File: src/rtl/osc_params.svh
// Constants of the oscillator source configuration block.
// Assumes inclusion by bare name from files under rtl/.
`ifndef OSC_PARAMS_SVH
`define OSC_PARAMS_SVH

// ********
// Register byte offsets
// ********
`define OSC_ADDR_SEL        8'h00
`define OSC_ADDR_MODE       8'h04
`define OSC_ADDR_STAT       8'h08
`define OSC_ADDR_CTRL       8'h0c

// ********
// Configuration word layout
// ********
`define OSC_SEL_MASK        24'h000003
`define OSC_MODE_MASK       24'h0000eb
`define OSC_GRP_LSB         0
`define OSC_PRI_LSB         0
`define OSC_CLOCK_OUTPUT_BIT        3
`define OSC_RANGE_BIT       5
`define OSC_SWMON_LSB       6
`define OSC_CFG_RESET       24'h000000

// ********
// Field encodings
// ********
`define OSC_PRI_EXT         2'h0
`define OSC_PRI_XTAL        2'h2

// ********
// Timing and fixed values
// ********
`define OSC_OST_W           10
`define OSC_OST_LAST        10'h3ff
`define OSC_PLL_MULT        6'h20
`define OSC_FRC_LO_KHZ      16'h25e4
`define OSC_FRC_HI_KHZ      16'h38d6

// ********
// Bus responses
// ********
`define OSC_RESP_OKAY       2'h0
`define OSC_RESP_SLVERR     2'h2
`define OSC_RESP_DECERR     2'h3

`endif

File: src/rtl/osc_pkg.sv
// Types shared by the oscillator source configuration block.
// Assumes no other package.
package osc_pkg;

    // Selected clock source, one-hot
    typedef enum logic [3:0] {
        OSC_SRC_FRC     = 4'h1,
        OSC_SRC_FRC_PLL = 4'h2,
        OSC_SRC_PRI     = 4'h4,
        OSC_SRC_PRI_PLL = 4'h8
    } osc_src_e;

    // Start-up sequencer, one-hot
    typedef enum logic [4:0] {
        OSC_ST_POR   = 5'h01,
        OSC_ST_START = 5'h02,
        OSC_ST_OST   = 5'h04,
        OSC_ST_RUN   = 5'h08,
        OSC_ST_SLEEP = 5'h10
    } osc_state_e;

endpackage

File: src/rtl/osc_cfg_top.sv
// Oscillator source configuration: power-on decode of the clock fields,
// start-up timing, PLL lock mirror, oscillator pin roles, AXI4-Lite regs.
// Assumes config words come from nonvolatile storage on clk.
//
// The placing of the registers and the AXI4-Lite interface to the registers were left to the implementer.
`timescale 1ns/1ps
`include "osc_params.svh"

module osc_cfg_top (
    // Clock, reset, enable
    input  wire logic        clk,
    input  wire logic        rst_n,
    input  wire logic        ce,
    // AXI4-Lite write address
    input  wire logic [7:0]  awaddr,
    input  wire logic        awvalid,
    output logic             awready,
    // AXI4-Lite write data
    input  wire logic [31:0] wdata,
    input  wire logic [3:0]  wstrb,
    input  wire logic        wvalid,
    output logic             wready,
    // AXI4-Lite write response
    output logic [1:0]       bresp,
    output logic             bvalid,
    input  wire logic        bready,
    // AXI4-Lite read
    input  wire logic [7:0]  araddr,
    input  wire logic        arvalid,
    output logic             arready,
    output logic [31:0]      rdata,
    output logic [1:0]       rresp,
    output logic             rvalid,
    input  wire logic        rready,
    // Nonvolatile configuration words
    input  wire logic [23:0] cfgSelWord,
    input  wire logic [23:0] cfgModeWord,
    // Wake-up from sleep
    input  wire logic        wakeEvent,
    // First oscillator pin and PLL lock
    input  wire logic        oscInPinI,
    input  wire logic        pllLockRaw,
    // Second oscillator pin
    input  wire logic        oscOutPinI,
    output logic             oscOutPinO,
    output logic             oscOutPinOe,
    // General I/O path for second pin
    input  wire logic        gpioOut,
    input  wire logic        gpioOe,
    output logic             gpioIn,
    // Oscillator and PLL control
    output logic [3:0]       clkSel,
    output logic             feedbackEn,
    output logic             oscInHiZ,
    output logic             pllEnable,
    output logic [5:0]       pllMult,
    output logic             pllRangeHigh,
    output logic             frcRangeHigh,
    output logic [15:0]      frcNominalKhz,
    output logic             clkSwitchEn,
    output logic             failMonEn,
    output logic             oscReady,
    output logic             pllLock
);

    // ************************************************************
    // Declarations
    // ************************************************************
    osc_pkg::osc_state_e state_r;
    osc_pkg::osc_state_e state_nxt;
    osc_pkg::osc_src_e   src_r;
    osc_pkg::osc_src_e   src_nxt;

    logic [23:0] selCfg_r;
    logic [23:0] modeCfg_r;
    logic [2:0]  syncIn;
    logic        oscInSync;
    logic        oscOutSync;
    logic        lockSync;
    logic        oscPrev_r;
    logic        oscRise;
    logic        ostStart;
    logic        ostRunning;
    logic        ostDone;
    logic [9:0]  ostCount;
    logic        sleepReq_r;
    logic        divToggle_r;
    logic [1:0]  grpSel;
    logic [1:0]  priSel;
    logic        priValid;
    logic        usePri;
    logic        usePll;
    logic        xtalActive;
    logic        drvClk;
    logic        awHeld_r;
    logic [7:0]  awAddr_r;
    logic        wHeld_r;
    logic [31:0] wData_r;
    logic [3:0]  wStrb_r;
    logic        doWrite;
    logic        arTake;
    logic [31:0] rdNxt;
    logic [1:0]  rrNxt;
    logic [31:0] statWord;

    // ************************************************************
    // Input synchronisers and oscillator edge
    // ************************************************************
    osc_sync2 u_sync (
        .clk     (clk),
        .rst_n   (rst_n),
        .ce      (ce),
        .asyncIn ({pllLockRaw, oscOutPinI, oscInPinI}),
        .syncOut (syncIn)
    );

    assign oscInSync  = syncIn[0];
    assign oscOutSync = syncIn[1];
    assign lockSync   = syncIn[2];

    always_ff @(posedge clk) begin
        if (!rst_n) begin
            oscPrev_r <= 1'b0;
        end else if (ce) begin
            oscPrev_r <= oscInSync;
        end
    end

    assign oscRise = oscInSync & ~oscPrev_r;

    // ************************************************************
    // Configuration capture
    // ************************************************************
    always_ff @(posedge clk) begin
        if (!rst_n) begin
            selCfg_r  <= `OSC_CFG_RESET;
            modeCfg_r <= `OSC_CFG_RESET;
        end else if (ce && state_r == osc_pkg::OSC_ST_POR) begin
            selCfg_r  <= cfgSelWord & `OSC_SEL_MASK;
            modeCfg_r <= cfgModeWord & `OSC_MODE_MASK;
        end
    end

    // ************************************************************
    // Field decode
    // ************************************************************
    assign grpSel   = selCfg_r[`OSC_GRP_LSB +: 2];
    assign priSel   = modeCfg_r[`OSC_PRI_LSB +: 2];
    assign priValid = (priSel == `OSC_PRI_XTAL) ||
                      (priSel == `OSC_PRI_EXT);

    always_comb begin
        case (grpSel)
            2'h0:    src_nxt = osc_pkg::OSC_SRC_FRC;
            2'h1:    src_nxt = osc_pkg::OSC_SRC_FRC_PLL;
            2'h2:    src_nxt = priValid ? osc_pkg::OSC_SRC_PRI
                                        : osc_pkg::OSC_SRC_FRC;
            2'h3:    src_nxt = priValid ? osc_pkg::OSC_SRC_PRI_PLL
                                        : osc_pkg::OSC_SRC_FRC_PLL;
            default: src_nxt = osc_pkg::OSC_SRC_FRC;
        endcase
    end

    always_ff @(posedge clk) begin
        if (!rst_n) begin
            src_r <= osc_pkg::OSC_SRC_FRC;
        end else if (ce && state_r == osc_pkg::OSC_ST_START) begin
            src_r <= src_nxt;
        end
    end

    assign usePri = (src_r == osc_pkg::OSC_SRC_PRI) ||
                    (src_r == osc_pkg::OSC_SRC_PRI_PLL);
    assign usePll = (src_r == osc_pkg::OSC_SRC_FRC_PLL) ||
                    (src_r == osc_pkg::OSC_SRC_PRI_PLL);

    // ************************************************************
    // Start-up sequencer
    // ************************************************************
    always_comb begin
        state_nxt = state_r;
        ostStart  = 1'b0;
        case (state_r)
            osc_pkg::OSC_ST_POR: begin
                state_nxt = osc_pkg::OSC_ST_START;
            end
            osc_pkg::OSC_ST_START: begin
                if (grpSel[1] && priSel == `OSC_PRI_XTAL) begin
                    ostStart  = 1'b1;
                    state_nxt = osc_pkg::OSC_ST_OST;
                end else begin
                    state_nxt = osc_pkg::OSC_ST_RUN;
                end
            end
            osc_pkg::OSC_ST_OST: begin
                if (ostDone) begin
                    state_nxt = osc_pkg::OSC_ST_RUN;
                end else if (sleepReq_r) begin
                    state_nxt = osc_pkg::OSC_ST_SLEEP;
                end
            end
            osc_pkg::OSC_ST_RUN: begin
                if (sleepReq_r) begin
                    state_nxt = osc_pkg::OSC_ST_SLEEP;
                end
            end
            osc_pkg::OSC_ST_SLEEP: begin
                if (!sleepReq_r) begin
                    state_nxt = osc_pkg::OSC_ST_START;
                end
            end
            default: state_nxt = osc_pkg::OSC_ST_POR;
        endcase
    end

    always_ff @(posedge clk) begin
        if (!rst_n) begin
            state_r <= osc_pkg::OSC_ST_POR;
        end else if (ce) begin
            state_r <= state_nxt;
        end
    end

    osc_startup_timer u_ost (
        .clk     (clk),
        .rst_n   (rst_n),
        .ce      (ce),
        .start   (ostStart),
        .oscRise (oscRise),
        .running (ostRunning),
        .done    (ostDone),
        .count   (ostCount)
    );

    // ************************************************************
    // Oscillator, PLL and range outputs
    // ************************************************************
    assign xtalActive = usePri && priSel == `OSC_PRI_XTAL &&
                        state_r != osc_pkg::OSC_ST_SLEEP;
    assign clkSel     = src_r;
    assign feedbackEn = xtalActive;
    assign oscInHiZ   = ~xtalActive;
    assign oscReady   = state_r == osc_pkg::OSC_ST_RUN;
    assign pllEnable  = usePll && state_r == osc_pkg::OSC_ST_RUN;
    assign pllMult    = `OSC_PLL_MULT;
    assign pllLock    = lockSync & pllEnable;
    assign frcRangeHigh  = modeCfg_r[`OSC_RANGE_BIT];
    assign pllRangeHigh  = modeCfg_r[`OSC_RANGE_BIT];
    assign frcNominalKhz = modeCfg_r[`OSC_RANGE_BIT] ? `OSC_FRC_HI_KHZ
                                                     : `OSC_FRC_LO_KHZ;
    assign clkSwitchEn = ~modeCfg_r[`OSC_SWMON_LSB + 1];
    assign failMonEn   = modeCfg_r[`OSC_SWMON_LSB +: 2] == 2'h0;

    // ************************************************************
    // Second oscillator pin
    // ************************************************************
    // Once ready, crystal always drives clock out; else the enable bit decides
    assign drvClk = oscReady &&
                    ((usePri && priSel == `OSC_PRI_XTAL) ||
                     modeCfg_r[`OSC_CLOCK_OUTPUT_BIT]);

    // Half rate of the running source clock
    always_ff @(posedge clk) begin
        if (!rst_n) begin
            divToggle_r <= 1'b0;
        end else if (ce && drvClk) begin
            if (!usePri || oscRise) begin
                divToggle_r <= ~divToggle_r;
            end
        end
    end

    assign oscOutPinO  = drvClk ? divToggle_r : gpioOut;
    assign oscOutPinOe = drvClk | gpioOe;
    assign gpioIn      = oscOutSync;

    // ************************************************************
    // Sleep control
    // ************************************************************
    // Wake wins over a same-cycle software set
    always_ff @(posedge clk) begin
        if (!rst_n) begin
            sleepReq_r <= 1'b0;
        end else if (ce) begin
            if (wakeEvent) begin
                sleepReq_r <= 1'b0;
            end else if (doWrite && awAddr_r == `OSC_ADDR_CTRL &&
                         wStrb_r[0]) begin
                sleepReq_r <= wData_r[0];
            end
        end
    end

    // ************************************************************
    // AXI4-Lite write channel
    // ************************************************************
    assign awready = ce & ~awHeld_r & ~bvalid;
    assign wready  = ce & ~wHeld_r & ~bvalid;
    assign doWrite = awHeld_r & wHeld_r & ~bvalid;

    always_ff @(posedge clk) begin
        if (!rst_n) begin
            awHeld_r <= 1'b0;
            awAddr_r <= 8'h00;
        end else if (ce) begin
            if (awvalid && awready) begin
                awHeld_r <= 1'b1;
                awAddr_r <= {awaddr[7:2], 2'h0};
            end else if (doWrite) begin
                awHeld_r <= 1'b0;
            end
        end
    end

    always_ff @(posedge clk) begin
        if (!rst_n) begin
            wHeld_r <= 1'b0;
            wData_r <= 32'h0;
            wStrb_r <= 4'h0;
        end else if (ce) begin
            if (wvalid && wready) begin
                wHeld_r <= 1'b1;
                wData_r <= wdata;
                wStrb_r <= wstrb;
            end else if (doWrite) begin
                wHeld_r <= 1'b0;
            end
        end
    end

    always_ff @(posedge clk) begin
        if (!rst_n) begin
            bvalid <= 1'b0;
            bresp  <= `OSC_RESP_OKAY;
        end else if (ce) begin
            if (doWrite) begin
                bvalid <= 1'b1;
                case (awAddr_r)
                    `OSC_ADDR_CTRL: bresp <= `OSC_RESP_OKAY;
                    `OSC_ADDR_SEL,
                    `OSC_ADDR_MODE,
                    `OSC_ADDR_STAT: bresp <= `OSC_RESP_SLVERR;
                    default:        bresp <= `OSC_RESP_DECERR;
                endcase
            end else if (bready) begin
                bvalid <= 1'b0;
            end
        end
    end

    // ************************************************************
    // AXI4-Lite read channel
    // ************************************************************
    assign statWord = {12'h000, ostCount, 1'b0, sleepReq_r, drvClk,
                       ostRunning, pllLock, oscReady, src_r};

    assign arready = ce & ~rvalid;
    assign arTake  = arvalid & arready;

    always_comb begin
        rrNxt = `OSC_RESP_OKAY;
        case ({araddr[7:2], 2'h0})
            `OSC_ADDR_SEL:  rdNxt = {8'h00, selCfg_r};
            `OSC_ADDR_MODE: rdNxt = {8'h00, modeCfg_r};
            `OSC_ADDR_STAT: rdNxt = statWord;
            `OSC_ADDR_CTRL: rdNxt = {31'h0, sleepReq_r};
            default: begin
                rdNxt = 32'h0;
                rrNxt = `OSC_RESP_DECERR;
            end
        endcase
    end

    always_ff @(posedge clk) begin
        if (!rst_n) begin
            rvalid <= 1'b0;
            rdata  <= 32'h0;
            rresp  <= `OSC_RESP_OKAY;
        end else if (ce) begin
            if (arTake) begin
                rvalid <= 1'b1;
                rdata  <= rdNxt;
                rresp  <= rrNxt;
            end else if (rready) begin
                rvalid <= 1'b0;
            end
        end
    end

endmodule

File: src/rtl/osc_startup_timer.sv
// Oscillator start-up timer: counts oscillator edges after a restart.
// Assumes oscRise is a one-cycle pulse per synchronised oscillator edge.
`timescale 1ns/1ps
`include "osc_params.svh"

module osc_startup_timer (
    // Clock and reset
    input  wire logic                  clk,
    input  wire logic                  rst_n,
    input  wire logic                  ce,
    // Control
    input  wire logic                  start,
    input  wire logic                  oscRise,
    // Status
    output logic                       running,
    output logic                       done,
    output logic [`OSC_OST_W-1:0]      count
);

    always_ff @(posedge clk) begin
        if (!rst_n) begin
            count   <= '0;
            running <= 1'b0;
            done    <= 1'b0;
        end else if (ce) begin
            if (start) begin
                count   <= '0;
                running <= 1'b1;
                done    <= 1'b0;
            end else if (running && oscRise) begin
                count <= count + 1'b1;
                if (count == `OSC_OST_LAST) begin
                    running <= 1'b0;
                    done    <= 1'b1;
                end
            end
        end
    end

endmodule

File: src/rtl/osc_sync2.sv
// Two-stage synchroniser for asynchronous pin and analog inputs.
// Assumes the destination clock is clk.
`timescale 1ns/1ps

module osc_sync2 (
    // Clock and reset
    input  wire logic       clk,
    input  wire logic       rst_n,
    input  wire logic       ce,
    // Asynchronous in, synchronous out
    input  wire logic [2:0] asyncIn,
    output logic      [2:0] syncOut
);

    logic [2:0] stage1_r;

    always_ff @(posedge clk) begin
        if (!rst_n) begin
            stage1_r <= 3'h0;
            syncOut  <= 3'h0;
        end else if (ce) begin
            stage1_r <= asyncIn;
            syncOut  <= stage1_r;
        end
    end

endmodule

File: config.mk
export PLATFORM = sky130hd
export DESIGN_NAME = osc_cfg_top
export DESIGN_NICKNAME = d
export VERILOG_FILES = /design/src/rtl/osc_pkg.sv /design/src/rtl/osc_cfg_top.sv /design/src/rtl/osc_startup_timer.sv /design/src/rtl/osc_sync2.sv
export VERILOG_INCLUDE_DIRS = /design/src /design/src/rtl
export SDC_FILE = /design/constraint.sdc
export NUM_CORES = 1
export LEC_CHECK = 0
export BUFFER_PORTS_ARGS = -buffer_cell sky130_fd_sc_hd__buf_2
export CAP_MARGIN = 20
export CORE_ASPECT_RATIO = 0.8
export CORE_UTILIZATION = 45
export CTS_CLUSTER_SIZE = 12
export DETAILED_ROUTE_END_ITERATION = 6
export GPL_TIMING_DRIVEN = 0
export PLACE_DENSITY_LB_ADDON = 0.2
export SYNTH_ARGS = -nofsm -noshare
export SYNTH_HDL_FRONTEND = slang
export SYNTH_SLANG_ARGS = --single-unit
export TNS_END_PERCENT = 50
File: constraint.sdc
create_clock -name clk -period 2.7 [get_ports clk]
set_clock_uncertainty 0.15 [all_clocks]
set_input_delay 0.27 -clock clk [delete_from_list [all_inputs] [get_ports clk]]
set_output_delay 0.27 -clock clk [all_outputs]
set_load 0.1 [all_outputs]
==> results of run 1 <==
## state kept, by name, summed over array words and instances (netlist names), 2 cells and up
signal           flops
selCfg_r             2
awAddr_r             6
bresp                2
state_r              5
u_ost.count         10
u_sync.syncOut       3
modeCfg_r            6
rdata               19
clkSel               4
u_sync.stage1_r      3
## critical path: cells and delay by family (launching register included)
family                 cells  cell delay (ns)
buffers and inverters      2             0.47
multiplexers               1             0.35
flip-flops                 1             0.30
AND/OR/NAND/NOR            3             0.75
## cells in the mapped netlist, types with 2 or more instances
library cell and number:
sky130_fd_sc_hd__nand2b_1 5, sky130_fd_sc_hd__and2_1 5, sky130_fd_sc_hd__o2111ai_1 2, sky130_fd_sc_hd__dfxtp_1 72, sky130_fd_sc_hd__inv_1 11, sky130_fd_sc_hd__xor2_1 8
sky130_fd_sc_hd__mux2_2 2, sky130_fd_sc_hd__and3_1 6, sky130_fd_sc_hd__or3_1 4, sky130_fd_sc_hd__or2_2 2, sky130_fd_sc_hd__mux2i_1 25, sky130_fd_sc_hd__o21a_1 2
sky130_fd_sc_hd__o21ai_0 6, sky130_fd_sc_hd__a31oi_1 4, sky130_fd_sc_hd__and3b_1 2, sky130_fd_sc_hd__nor2b_1 8, sky130_fd_sc_hd__a22o_1 2, sky130_fd_sc_hd__a211oi_1 3
sky130_fd_sc_hd__and4_1 4, sky130_fd_sc_hd__nor4_1 4, sky130_fd_sc_hd__nand2_1 20, sky130_fd_sc_hd__a32oi_1 2, sky130_fd_sc_hd__nand4_1 8, sky130_fd_sc_hd__a22oi_1 16
sky130_fd_sc_hd__a31o_2 2, sky130_fd_sc_hd__nand3b_1 5, sky130_fd_sc_hd__nor3b_1 3, sky130_fd_sc_hd__buf_4 36, sky130_fd_sc_hd__nor3_1 5, sky130_fd_sc_hd__nor2_1 61
sky130_fd_sc_hd__nand3_1 8, sky130_fd_sc_hd__a21oi_1 18, sky130_fd_sc_hd__clkbuf_1 17, sky130_fd_sc_hd__buf_1 2, sky130_fd_sc_hd__conb_1 2
## worst max path at each step
stage                 endpoint  slack, ns  cells after the start
global route        oscOutPinO      0.007                      6
detailed placement  oscOutPinO       0.12                      6
floorplan           feedbackEn      -0.04                      4
CTS                 oscOutPinO       0.07                      6
global placement    oscOutPinO       0.10                      6
finish              oscOutPinO       0.07                      6
## per-layer routing
| metal | vias up | global-route usage (%) | wire, µm |
|---|---|---|---|
| met5 | - | 0 | 0 |
| met4 | 0 | 7.10 | 68 |
| met3 | 10 | 6.44 | 651 |
| met2 | 104 | 33.4 | 3870 |
| met1 | 1455 | 29.7 | 4030 |
| li1 | 1586 | - | - |
## power groups by stage
stage	registers, mW	logic [mW]	clock network [mW]
final	1.12	0.590	0.791
after detailed placement	1.14	0.589	0
after floorplan	1.17	0.471	0
after global placement	1.14	0.584	0
after CTS	1.12	0.589	0.804
after global routing	1.13	0.620	0.853
## cell type report
cell class / count / area (µm²) / share of cell area, %
Buffer: 55 / 350 / 8.06
Clock buffer: 13 / 169 / 3.88
Clock inverter: 2 / 13.8 / 0.317
Inverter: 12 / 48.8 / 1.12
Multi-Input combinational cell: 286 / 1760 / 40.4
Sequential cell: 72 / 1450 / 33.2
Tap cell: 105 / 131 / 3.02
Timing Repair Buffer: 86 / 433 / 9.96
## what timing repair did
item | CTS | global route
buffers inserted | 0 | 0
endpoints found under the setup margin | 3 | 2
resized for setup | 3 | 1
## cell families after synthesis
logic type / count (synthesis) / share of synthesized area (%)
AOI/OAI and AO/OA: 66 / 13.0
DFF: 72 / 41.4
other: 2 / 0.216
xor gates and xnor gates: 9 / 2.27
and+or+nand+nor: 154 / 22.7
adders and majority gates: 1 / 0.360
muxes: 28 / 8.49
buffers and inverters: 69 / 11.6
## stage by stage
stage / utilization, % / cell area, µm² / setup slack, ns / total power [mW] / std cells
finish: 58.5 / 4350 / 0.0724 / 2.50 / 631
global placement: 55.9 / 4150 / 0.105 / 1.72 / 618
detailed placement: 55.9 / 4150 / 0.121 / 1.73 / 618
CTS: 58.6 / 4350 / 0.0719 / 2.51 / 632
global route: 58.5 / 4350 / 0.00727 / 2.60 / 631
floorplan: - / 3590 / -0.0404 / 1.64 / 427
==> reports/summary.json, run 1 <==
{
  "critical_path": {
    "worst_setup_path_end_kind": "primary output",
    "timing.critical_path.from_type": "flop",
    "cp_data_arrival_time_ns": 2.21,
    "cpPeakStageDelay_ns": 0.35,
    "crit_path_required_time_ns": 2.28,
    "critical_path.reg2reg.endpoint": "modeCfg_r[5]",
    "critical_path.cell_chain": "clkbuf_1 -> nor4_4 -> nand2_1 -> nor2_2 -> mux2_2 -> buf_4",
    "worst-r2r-cell-count": 4,
    "maximum_net_fanout_on_the_critical_path": 10,
    "setup.worst_path.start": "state_r[1]",
    "timing_worst_setup_path_type": "flop to primary output",
    "regToRegStartpoint": "state_r[2]",
    "timing.reg2reg.setup_slack_ns": 0.45,
    "timing.critical_path.slowest_stage_cell": "sky130_fd_sc_hd__mux2_2"
  },
  "timing": {
    "timing.max_slew.rel_slack_pct": 53.6,
    "setup_violations": 0,
    "grt_setup_unrepaired": "false",
    "timing_worst_slew_pin_value_ns": 0.695,
    "report.final.hold_viol_count": 0,
    "period_needed_ns": 2.63,
    "whs_ns": 0.00138,
    "fin_crit_sh_pct": 97.3,
    "setup_tns_ns": 0,
    "slew_violations": 0,
    "fmax_ghz": 0.381
  },
  "synth": {
    "synth-edff-count": 0,
    "synth_cell_types": 54,
    "synth_area_leader": "sky130_fd_sc_hd__dfxtp_1",
    "ys.flop_type": "sky130_fd_sc_hd__dfxtp_1",
    "synth.top_cell.area_share_pct": 41.4,
    "ys_async_sr_fraction_pct": 0,
    "synth.top_cells.by_area": "sky130_fd_sc_hd__dfxtp_1, sky130_fd_sc_hd__buf_4, sky130_fd_sc_hd__mux2i_1, sky130_fd_sc_hd__nor2_1, sky130_fd_sc_hd__a22oi_1",
    "syn_area_um2": 3480,
    "postSynthRegisterBits": 72,
    "synth_cells": 401,
    "yosysWarningCount": 0,
    "avgSynthCellArea_um2": 8.67,
    "synth_sequential_area_ratio_pct": 41.4
  },
  "finish": {
    "num-fill-cells": 715,
    "area.growth.synth_to_final_pct": 25.0,
    "layout_commonest_cell": "sky130_fd_sc_hd__buf_2",
    "number_of_diodes": 0,
    "num-nets-final": 637,
    "post_route_cells_drive_above_1_share_pct": 29.8,
    "most_used_cells_in_the_layout_excluding_fill_and_tap_cells": "sky130_fd_sc_hd__buf_2, sky130_fd_sc_hd__dfxtp_1, sky130_fd_sc_hd__nor2_1"
  },
  "clocking": {
    "cts_tree": "built",
    "clkLatencyLatePin_ns": 0.35,
    "cts_htree_levels": 3,
    "cts.root.buffer_cell": "sky130_fd_sc_hd__clkbuf_8",
    "clock_sink_count": 72,
    "ctsHoldBuffers": 0,
    "clk_transition_reported_paths_ns": 0.08,
    "maximum_buffer_depth_of_the_clock_tree": 2,
    "numCtsBuffers": 9
  },
  "power_and_ir_drop": {
    "net-switching-power_mw": 0.874,
    "combPwrFrac_pct": 23.6,
    "power.sequential.fraction_pct": 44.8,
    "cellPowerDensity_nw_per_um2": 576,
    "static-leakage-power_nw": 1.98,
    "pwr-share-clk_pct": 31.6,
    "internal_power_mw": 1.63,
    "power_switching_share_pct": 34.9,
    "worst_vdd_rail_ir_drop_uv": 296
  },
  "drt": {
    "postRouteAntennaNets": 0,
    "route.vias.total": 3155,
    "wirelength_routed_um": 8620,
    "detail_route.drc_violations": 0,
    "vias_per_cell": 5.00,
    "post_dr_wirelength_cell_um": 13.7,
    "drt-pass1-iter-count": 5,
    "detailedRoute.firstIterationViolations": 161
  },
  "global_route": {
    "grt_usage_pct": 21.9,
    "grt_antenna_before_repair": 0,
    "grt_pass1_wl_um": 13600,
    "grt-ovfl-total": 0,
    "number_of_global_route_vias_before_repair": 2801,
    "pin_count_of_the_biggest_net_entering_global_routing": 12
  },
  "floorplan": {
    "start_util_pct": 46.8,
    "design.die.area_um2": 8090,
    "num_io_pins": 193,
    "core_um2": 7430,
    "dieHeight_um": 80.6,
    "rows": 28,
    "die_x_um": 100
  },
  "flow_run": {
    "maxCapViolations": 0
  },
  "placement": {
    "io_buffer_count": 86,
    "detailedPlacementHpwl_um": 6530,
    "gp_congestion": 0.893
  },
  "outcome": {
    "status": "finished clean"
  },
  "hold_path": {
    "holdPathEnd": "awAddr_r[3]",
    "min-delay-start": "awaddr[3]",
    "worstHoldPathType": "input pin to flop",
    "min_path_cells": 3
  }
}
Note: power is estimated with default switching activity, not from simulation.
==> inputs of run 2 (changes only) <==
--- a/config.mk
+++ b/config.mk
@@ -9,6 +9,7 @@
 export BUFFER_PORTS_ARGS = -buffer_cell sky130_fd_sc_hd__buf_2
 export CAP_MARGIN = 20
 export CORE_ASPECT_RATIO = 0.8
+export CORE_MARGIN = 5
 export CORE_UTILIZATION = 45
 export CTS_CLUSTER_SIZE = 12
 export DETAILED_ROUTE_END_ITERATION = 6
==> reports/summary.json, run 2 (same netlist as run 1, synthesis figures left out) <==
{
  "clocking": {
    "clkLatencyLatePin_ns": 0.35,
    "clk_transition_reported_paths_ns": 0.07,
    "maximum_buffer_depth_of_the_clock_tree": 2,
    "cts_htree_levels": 3,
    "cts.root.buffer_cell": "sky130_fd_sc_hd__clkbuf_8",
    "cts_tree": "built",
    "clock_sink_count": 72,
    "numCtsBuffers": 9
  },
  "flow_run": {
    "maxCapViolations": 0
  },
  "placement": {
    "worst_setup_slack_after_placement_ns": 0.0963,
    "place_inst": 618,
    "io_buffer_count": 86,
    "gp_congestion": 0.895,
    "detailed_place.area_um2": 4150,
    "detailedPlacementHpwl_um": 7050
  },
  "timing": {
    "setup_violations": 0,
    "timing.max_slew.rel_slack_pct": 57.2,
    "setup_slack_ns": 0.215,
    "slew_violations": 0,
    "fin_crit_sh_pct": 92.0,
    "period_needed_ns": 2.49,
    "setup_tns_ns": 0,
    "grt_setup_unrepaired": "false",
    "timing_worst_slew_pin_value_ns": 0.641,
    "whs_ns": 0.0141,
    "fmax_ghz": 0.402,
    "report.final.hold_viol_count": 0
  },
  "drt": {
    "detailedRoute.firstIterationViolations": 130,
    "wl_met1_um": 4230,
    "wirelength_routed_um": 9380,
    "route.vias.total": 3199,
    "met3RoutedLength_um": 781,
    "drt-pass1-iter-count": 4,
    "routed-wl-met2_um": 4300,
    "post_dr_wirelength_cell_um": 14.6,
    "detail_route.drc_violations": 0,
    "postRouteAntennaNets": 0,
    "top_layer": "met4",
    "vias_per_cell": 4.98
  },
  "critical_path": {
    "regToRegStartpoint": "state_r[2]",
    "critical_path.reg2reg.endpoint": "modeCfg_r[0]",
    "timing_worst_setup_path_type": "flop to primary output",
    "worst_setup_path_end_kind": "primary output",
    "worst-r2r-cell-count": 4,
    "timing.reg2reg.setup_slack_ns": 0.45,
    "maximum_net_fanout_on_the_critical_path": 10,
    "timing.critical_path.from_type": "flop",
    "crit_path_required_time_ns": 2.28,
    "cp_data_arrival_time_ns": 2.07
  },
  "power_and_ir_drop": {
    "static-leakage-power_nw": 2.02,
    "cellPowerDensity_nw_per_um2": 568,
    "power_mw": 2.54,
    "worst_vdd_rail_ir_drop_uv": 251
  },
  "hold_path": {
    "worstHoldPathType": "input pin to flop",
    "min-delay-start": "awaddr[7]",
    "holdPathEnd": "awAddr_r[7]",
    "min_path_cells": 3
  },
  "finish": {
    "num-fill-cells": 713,
    "final_core_utilization_pct": 59.8,
    "largest_register_ffs": 19,
    "stdcell_count": 642,
    "number_of_diodes": 0,
    "biggestRegsByFlops": "rdata: 19 flops, u_ost.count: 10 flops",
    "layout_commonest_cell": "sky130_fd_sc_hd__buf_2",
    "num-nets-final": 648,
    "most_used_cells_in_the_layout_excluding_fill_and_tap_cells": "sky130_fd_sc_hd__buf_2, sky130_fd_sc_hd__dfxtp_1, sky130_fd_sc_hd__nor2_1",
    "area.growth.synth_to_final_pct": 28.3,
    "max_flop_register": "rdata",
    "design_area_um2": 4460,
    "post_route_cells_drive_above_1_share_pct": 29.2
  },
  "floorplan": {
    "start_util_pct": 46.6,
    "dieHeight_um": 88.6,
    "rows": 28,
    "die_x_um": 108,
    "num_io_pins": 193,
    "core_um2": 7460,
    "design.die.area_um2": 9600
  },
  "global_route": {
    "grt_usage_pct": 19.8,
    "grt_antenna_before_repair": 0,
    "pin_count_of_the_biggest_net_entering_global_routing": 12,
    "grt_pass1_wl_um": 14800,
    "number_of_global_route_vias_before_repair": 3004,
    "grt-ovfl-total": 0
  },
  "outcome": {
    "status": "finished clean"
  }
}
[run 2: worst max-delay path, cell delays in order (launching register included)]
cell	delay, ns
sky130_fd_sc_hd__dfxtp_1	0.40
sky130_fd_sc_hd__clkbuf_1	0.37
sky130_fd_sc_hd__and4_2	0.37
sky130_fd_sc_hd__and2_2	0.15
sky130_fd_sc_hd__buf_2	0.43
[run 2: cell type report]
cell class	count	area, µm²	share of cell area [%]
flip-flops and latches	72	1450	32.4
plain buffers	54	347	7.76
well taps	105	131	2.94
multi-input cells	286	1760	39.4
repair buffers	98	553	12.4
inverters	12	48.8	1.09
clock inverters	3	43.8	0.981
clock buffers	12	135	3.03
[run 2: report_power, final]
group / leakage, nW / switching [mW] / total (mW) / internal, mW
Sequential: 0.586 / 0.0359 / 1.13 / 1.09
Combinational: 1.35 / 0.457 / 0.602 / 0.145
Clock: 0.0904 / 0.384 / 0.807 / 0.423
Total: 2.02 / 0.878 / 2.54 / 1.66
[run 2: timing repair]
action / CTS / global route
gates resized for setup: 4 / 2
pin swaps: 0 / 1
buffers inserted: 0 / 0
hold buffers: 12 / 0
setup endpoints to repair: 3 / 3
endpoints found under the hold margin: 12 / 0
[run 2: worst max path at each step]
stage,endpoint,slack (ns),depth (start not counted),startpoint
after global routing,oscOutPinO,0.03,5,state_r[3]
after CTS,oscOutPinO,0.02,6,state_r[0]
after floorplan,feedbackEn,-0.04,4,clkSel[0]
final,pllLock,0.21,4,state_r[3]
after global placement,oscOutPinO,0.12,6,state_r[0]
after detailed placement,oscOutPinO,0.1,6,state_r[0]
[run 2: metal layers]
metal	global-route usage, %	up-vias
li1	-	1604
met1	27.1	1478
met2	30.9	107
met3	6.27	10
met4	4.13	0
met5	0	-
==> inputs of run 3 (changes only) <==
--- a/config.mk
+++ b/config.mk
@@ -10,7 +10,7 @@
 export CAP_MARGIN = 20
 export CORE_ASPECT_RATIO = 0.8
 export CORE_MARGIN = 5
-export CORE_UTILIZATION = 45
+export CORE_UTILIZATION = 48
 export CTS_CLUSTER_SIZE = 12
 export DETAILED_ROUTE_END_ITERATION = 6
 export GPL_TIMING_DRIVEN = 0
==> constraint.sdc (replaced) <==
create_clock -name clk -period 3 [get_ports clk]
set_clock_uncertainty 0.15 [all_clocks]
set_input_delay 0.3 -clock clk [delete_from_list [all_inputs] [get_ports clk]]
set_output_delay 0.3 -clock clk [all_outputs]
set_load 0.1 [all_outputs]
==> reports/summary.json, run 3 (same netlist as run 1, synthesis figures left out) <==
{
  "floorplan": {
    "dieHeight_um": 86.1,
    "num_io_pins": 193,
    "start_util_pct": 50.0,
    "design.die.area_um2": 9060,
    "rows": 27,
    "core_um2": 6960,
    "die_x_um": 105
  },
  "global_route": {
    "pin_count_of_the_biggest_net_entering_global_routing": 13,
    "grt_usage_pct": 20.0,
    "grt-ovfl-total": 0,
    "number_of_global_route_vias_before_repair": 3057,
    "grt_pass1_wl_um": 14800,
    "grt_antenna_before_repair": 0
  },
  "power_and_ir_drop": {
    "power.sequential.fraction_pct": 40.7,
    "combPwrFrac_pct": 21.7,
    "pwr-share-clk_pct": 37.6,
    "power_switching_share_pct": 32.4,
    "worst_vdd_rail_ir_drop_uv": 330,
    "static-leakage-power_nw": 2.00,
    "net-switching-power_mw": 0.802,
    "cellPowerDensity_nw_per_um2": 565,
    "internal_power_mw": 1.67,
    "power_mw": 2.47
  },
  "timing": {
    "slew_violations": 0,
    "period_needed_ns": 2.82,
    "fmax_ghz": 0.355,
    "setup_slack_ns": 0.183,
    "timing.max_slew.rel_slack_pct": 55.2,
    "setup_violations": 0,
    "setup_tns_ns": 0,
    "grt_setup_unrepaired": "false",
    "timing_worst_slew_pin_value_ns": 0.672,
    "report.final.hold_viol_count": 0,
    "whs_ns": 0.0337,
    "fin_crit_sh_pct": 93.9
  },
  "drt": {
    "wirelength_routed_um": 9100,
    "detailedRoute.firstIterationViolations": 173,
    "detail_route.drc_violations": 0,
    "route.vias.total": 3213,
    "vias_per_cell": 5.22,
    "postRouteAntennaNets": 0,
    "post_dr_wirelength_cell_um": 14.8,
    "drt-pass1-iter-count": 5
  },
  "finish": {
    "biggestRegsByFlops": "rdata: 19 flops, u_ost.count: 10 flops",
    "num-nets-final": 639,
    "area.sequential_um2": 1440,
    "area.growth.synth_to_final_pct": 26.0,
    "number_of_diodes": 0,
    "stdcell_count": 615,
    "most_used_cells_in_the_layout_excluding_fill_and_tap_cells": "sky130_fd_sc_hd__buf_2, sky130_fd_sc_hd__dfxtp_1, sky130_fd_sc_hd__nor2_1",
    "largest_register_ffs": 19,
    "post_route_cells_drive_above_1_share_pct": 28.8,
    "num-fill-cells": 639,
    "max_flop_register": "rdata",
    "layout_commonest_cell": "sky130_fd_sc_hd__buf_2",
    "multi_input_area_um2": 1750
  },
  "critical_path": {
    "crit_path_required_time_ns": 2.55,
    "maximum_net_fanout_on_the_critical_path": 10,
    "cp_data_arrival_time_ns": 2.37,
    "timing_worst_setup_path_type": "flop to primary output",
    "timing.critical_path.from_type": "flop",
    "worst_setup_path_end_kind": "primary output"
  },
  "clocking": {
    "cts_tree": "built",
    "ctsHoldBuffers": 0,
    "maximum_buffer_depth_of_the_clock_tree": 2,
    "clkLatencyLatePin_ns": 0.35,
    "cts_htree_levels": 3,
    "clock_sink_count": 72,
    "clk_transition_reported_paths_ns": 0.08,
    "numCtsBuffers": 9,
    "cts.root.buffer_cell": "sky130_fd_sc_hd__clkbuf_8"
  },
  "placement": {
    "gp_congestion": 0.854,
    "place_inst": 600,
    "io_buffer_count": 86,
    "detailedPlacementHpwl_um": 6950,
    "worst_setup_slack_after_placement_ns": 0.406
  },
  "outcome": {
    "status": "finished clean"
  },
  "flow_run": {
    "maxCapViolations": 0
  },
  "hold_path": {
    "worstHoldPathType": "input pin to flop"
  }
}
==> run 3: cell count changes in the layout (fill, tap and decap cells not counted), sizes merged <==
cell,before,now
dlygate4sd3,12,0
bufinv,1,3
clkbuf,26,27
clkinvlp,1,3
clkinv,3,1
==> run 3: layout make-up <==
type                            instances  share of cell area (%)
Clock inverter                          5                    2.40
Multi-Input combinational cell        286                    40.0
Sequential cell                        72                    32.9
Tap cell                               87                    2.48
Buffer                                 57                    8.17
Timing Repair Buffer                   86                    9.82
Inverter                               12                    1.11
Clock buffer                           10                    3.14
==> run 3: final timing paths <==
| kind | cells past startpoint | end | slack, ns | start |
|---|---|---|---|---|
| max | 6 | oscOutPinO | 0.18 | state_r[0] |
| min reg2reg | 2 | rdata[4] | 0.31 | rdata[4] |
| min | 3 | u_sync.stage1_r[1] | 0.03 | oscOutPinI |
| max reg2reg | 5 | modeCfg_r[7] | 0.83 | state_r[4] |
==> run 3: worst max-delay path, stage by stage, from the launching register on <==
cell and delay (ns):
sky130_fd_sc_hd__dfxtp_1 0.32, sky130_fd_sc_hd__clkbuf_1 0.25, sky130_fd_sc_hd__nor4_4 0.36, sky130_fd_sc_hd__nand2_1 0.20
sky130_fd_sc_hd__nor2_1 0.22, sky130_fd_sc_hd__mux2_2 0.36, sky130_fd_sc_hd__buf_2 0.30
==> run 3: what timing repair did <==
action	4_1_cts	5_1_grt
setup endpoints to repair	0	3
buffers inserted	0	0
resized for setup	0	2
==> run 3: power by group through the flow <==
stage | clock (mW) | combinational (mW) | sequential, mW
after floorplan | 0 | 0.424 | 1.05
after global placement | 0 | 0.527 | 1.03
after detailed placement | 0 | 0.532 | 1.03
after CTS | 0.944 | 0.532 | 1.01
after global routing | 0.994 | 0.564 | 1.01
final | 0.931 | 0.537 | 1.01
==> run 3: through the flow <==
step,area (µm²),util [%]
floorplan,3580,-
global placement,4120,59.3
detailed placement,4120,59.3
CTS,4370,62.7
global route,4380,63.0
finish,4380,63.0
==> run 3: routing by layer <==
layer / share of wire (%) / vias to the layer above / wire length (µm) / global-route usage, %
li1: - / 1580 / - / -
met1: 45 / 1505 / 4120 / 26.8
met2: 45 / 117 / 4110 / 31.0
met3: 8.4 / 11 / 762 / 6.77
met4: 1.2 / 0 / 109 / 5.46
met5: 0 / - / 0 / 0
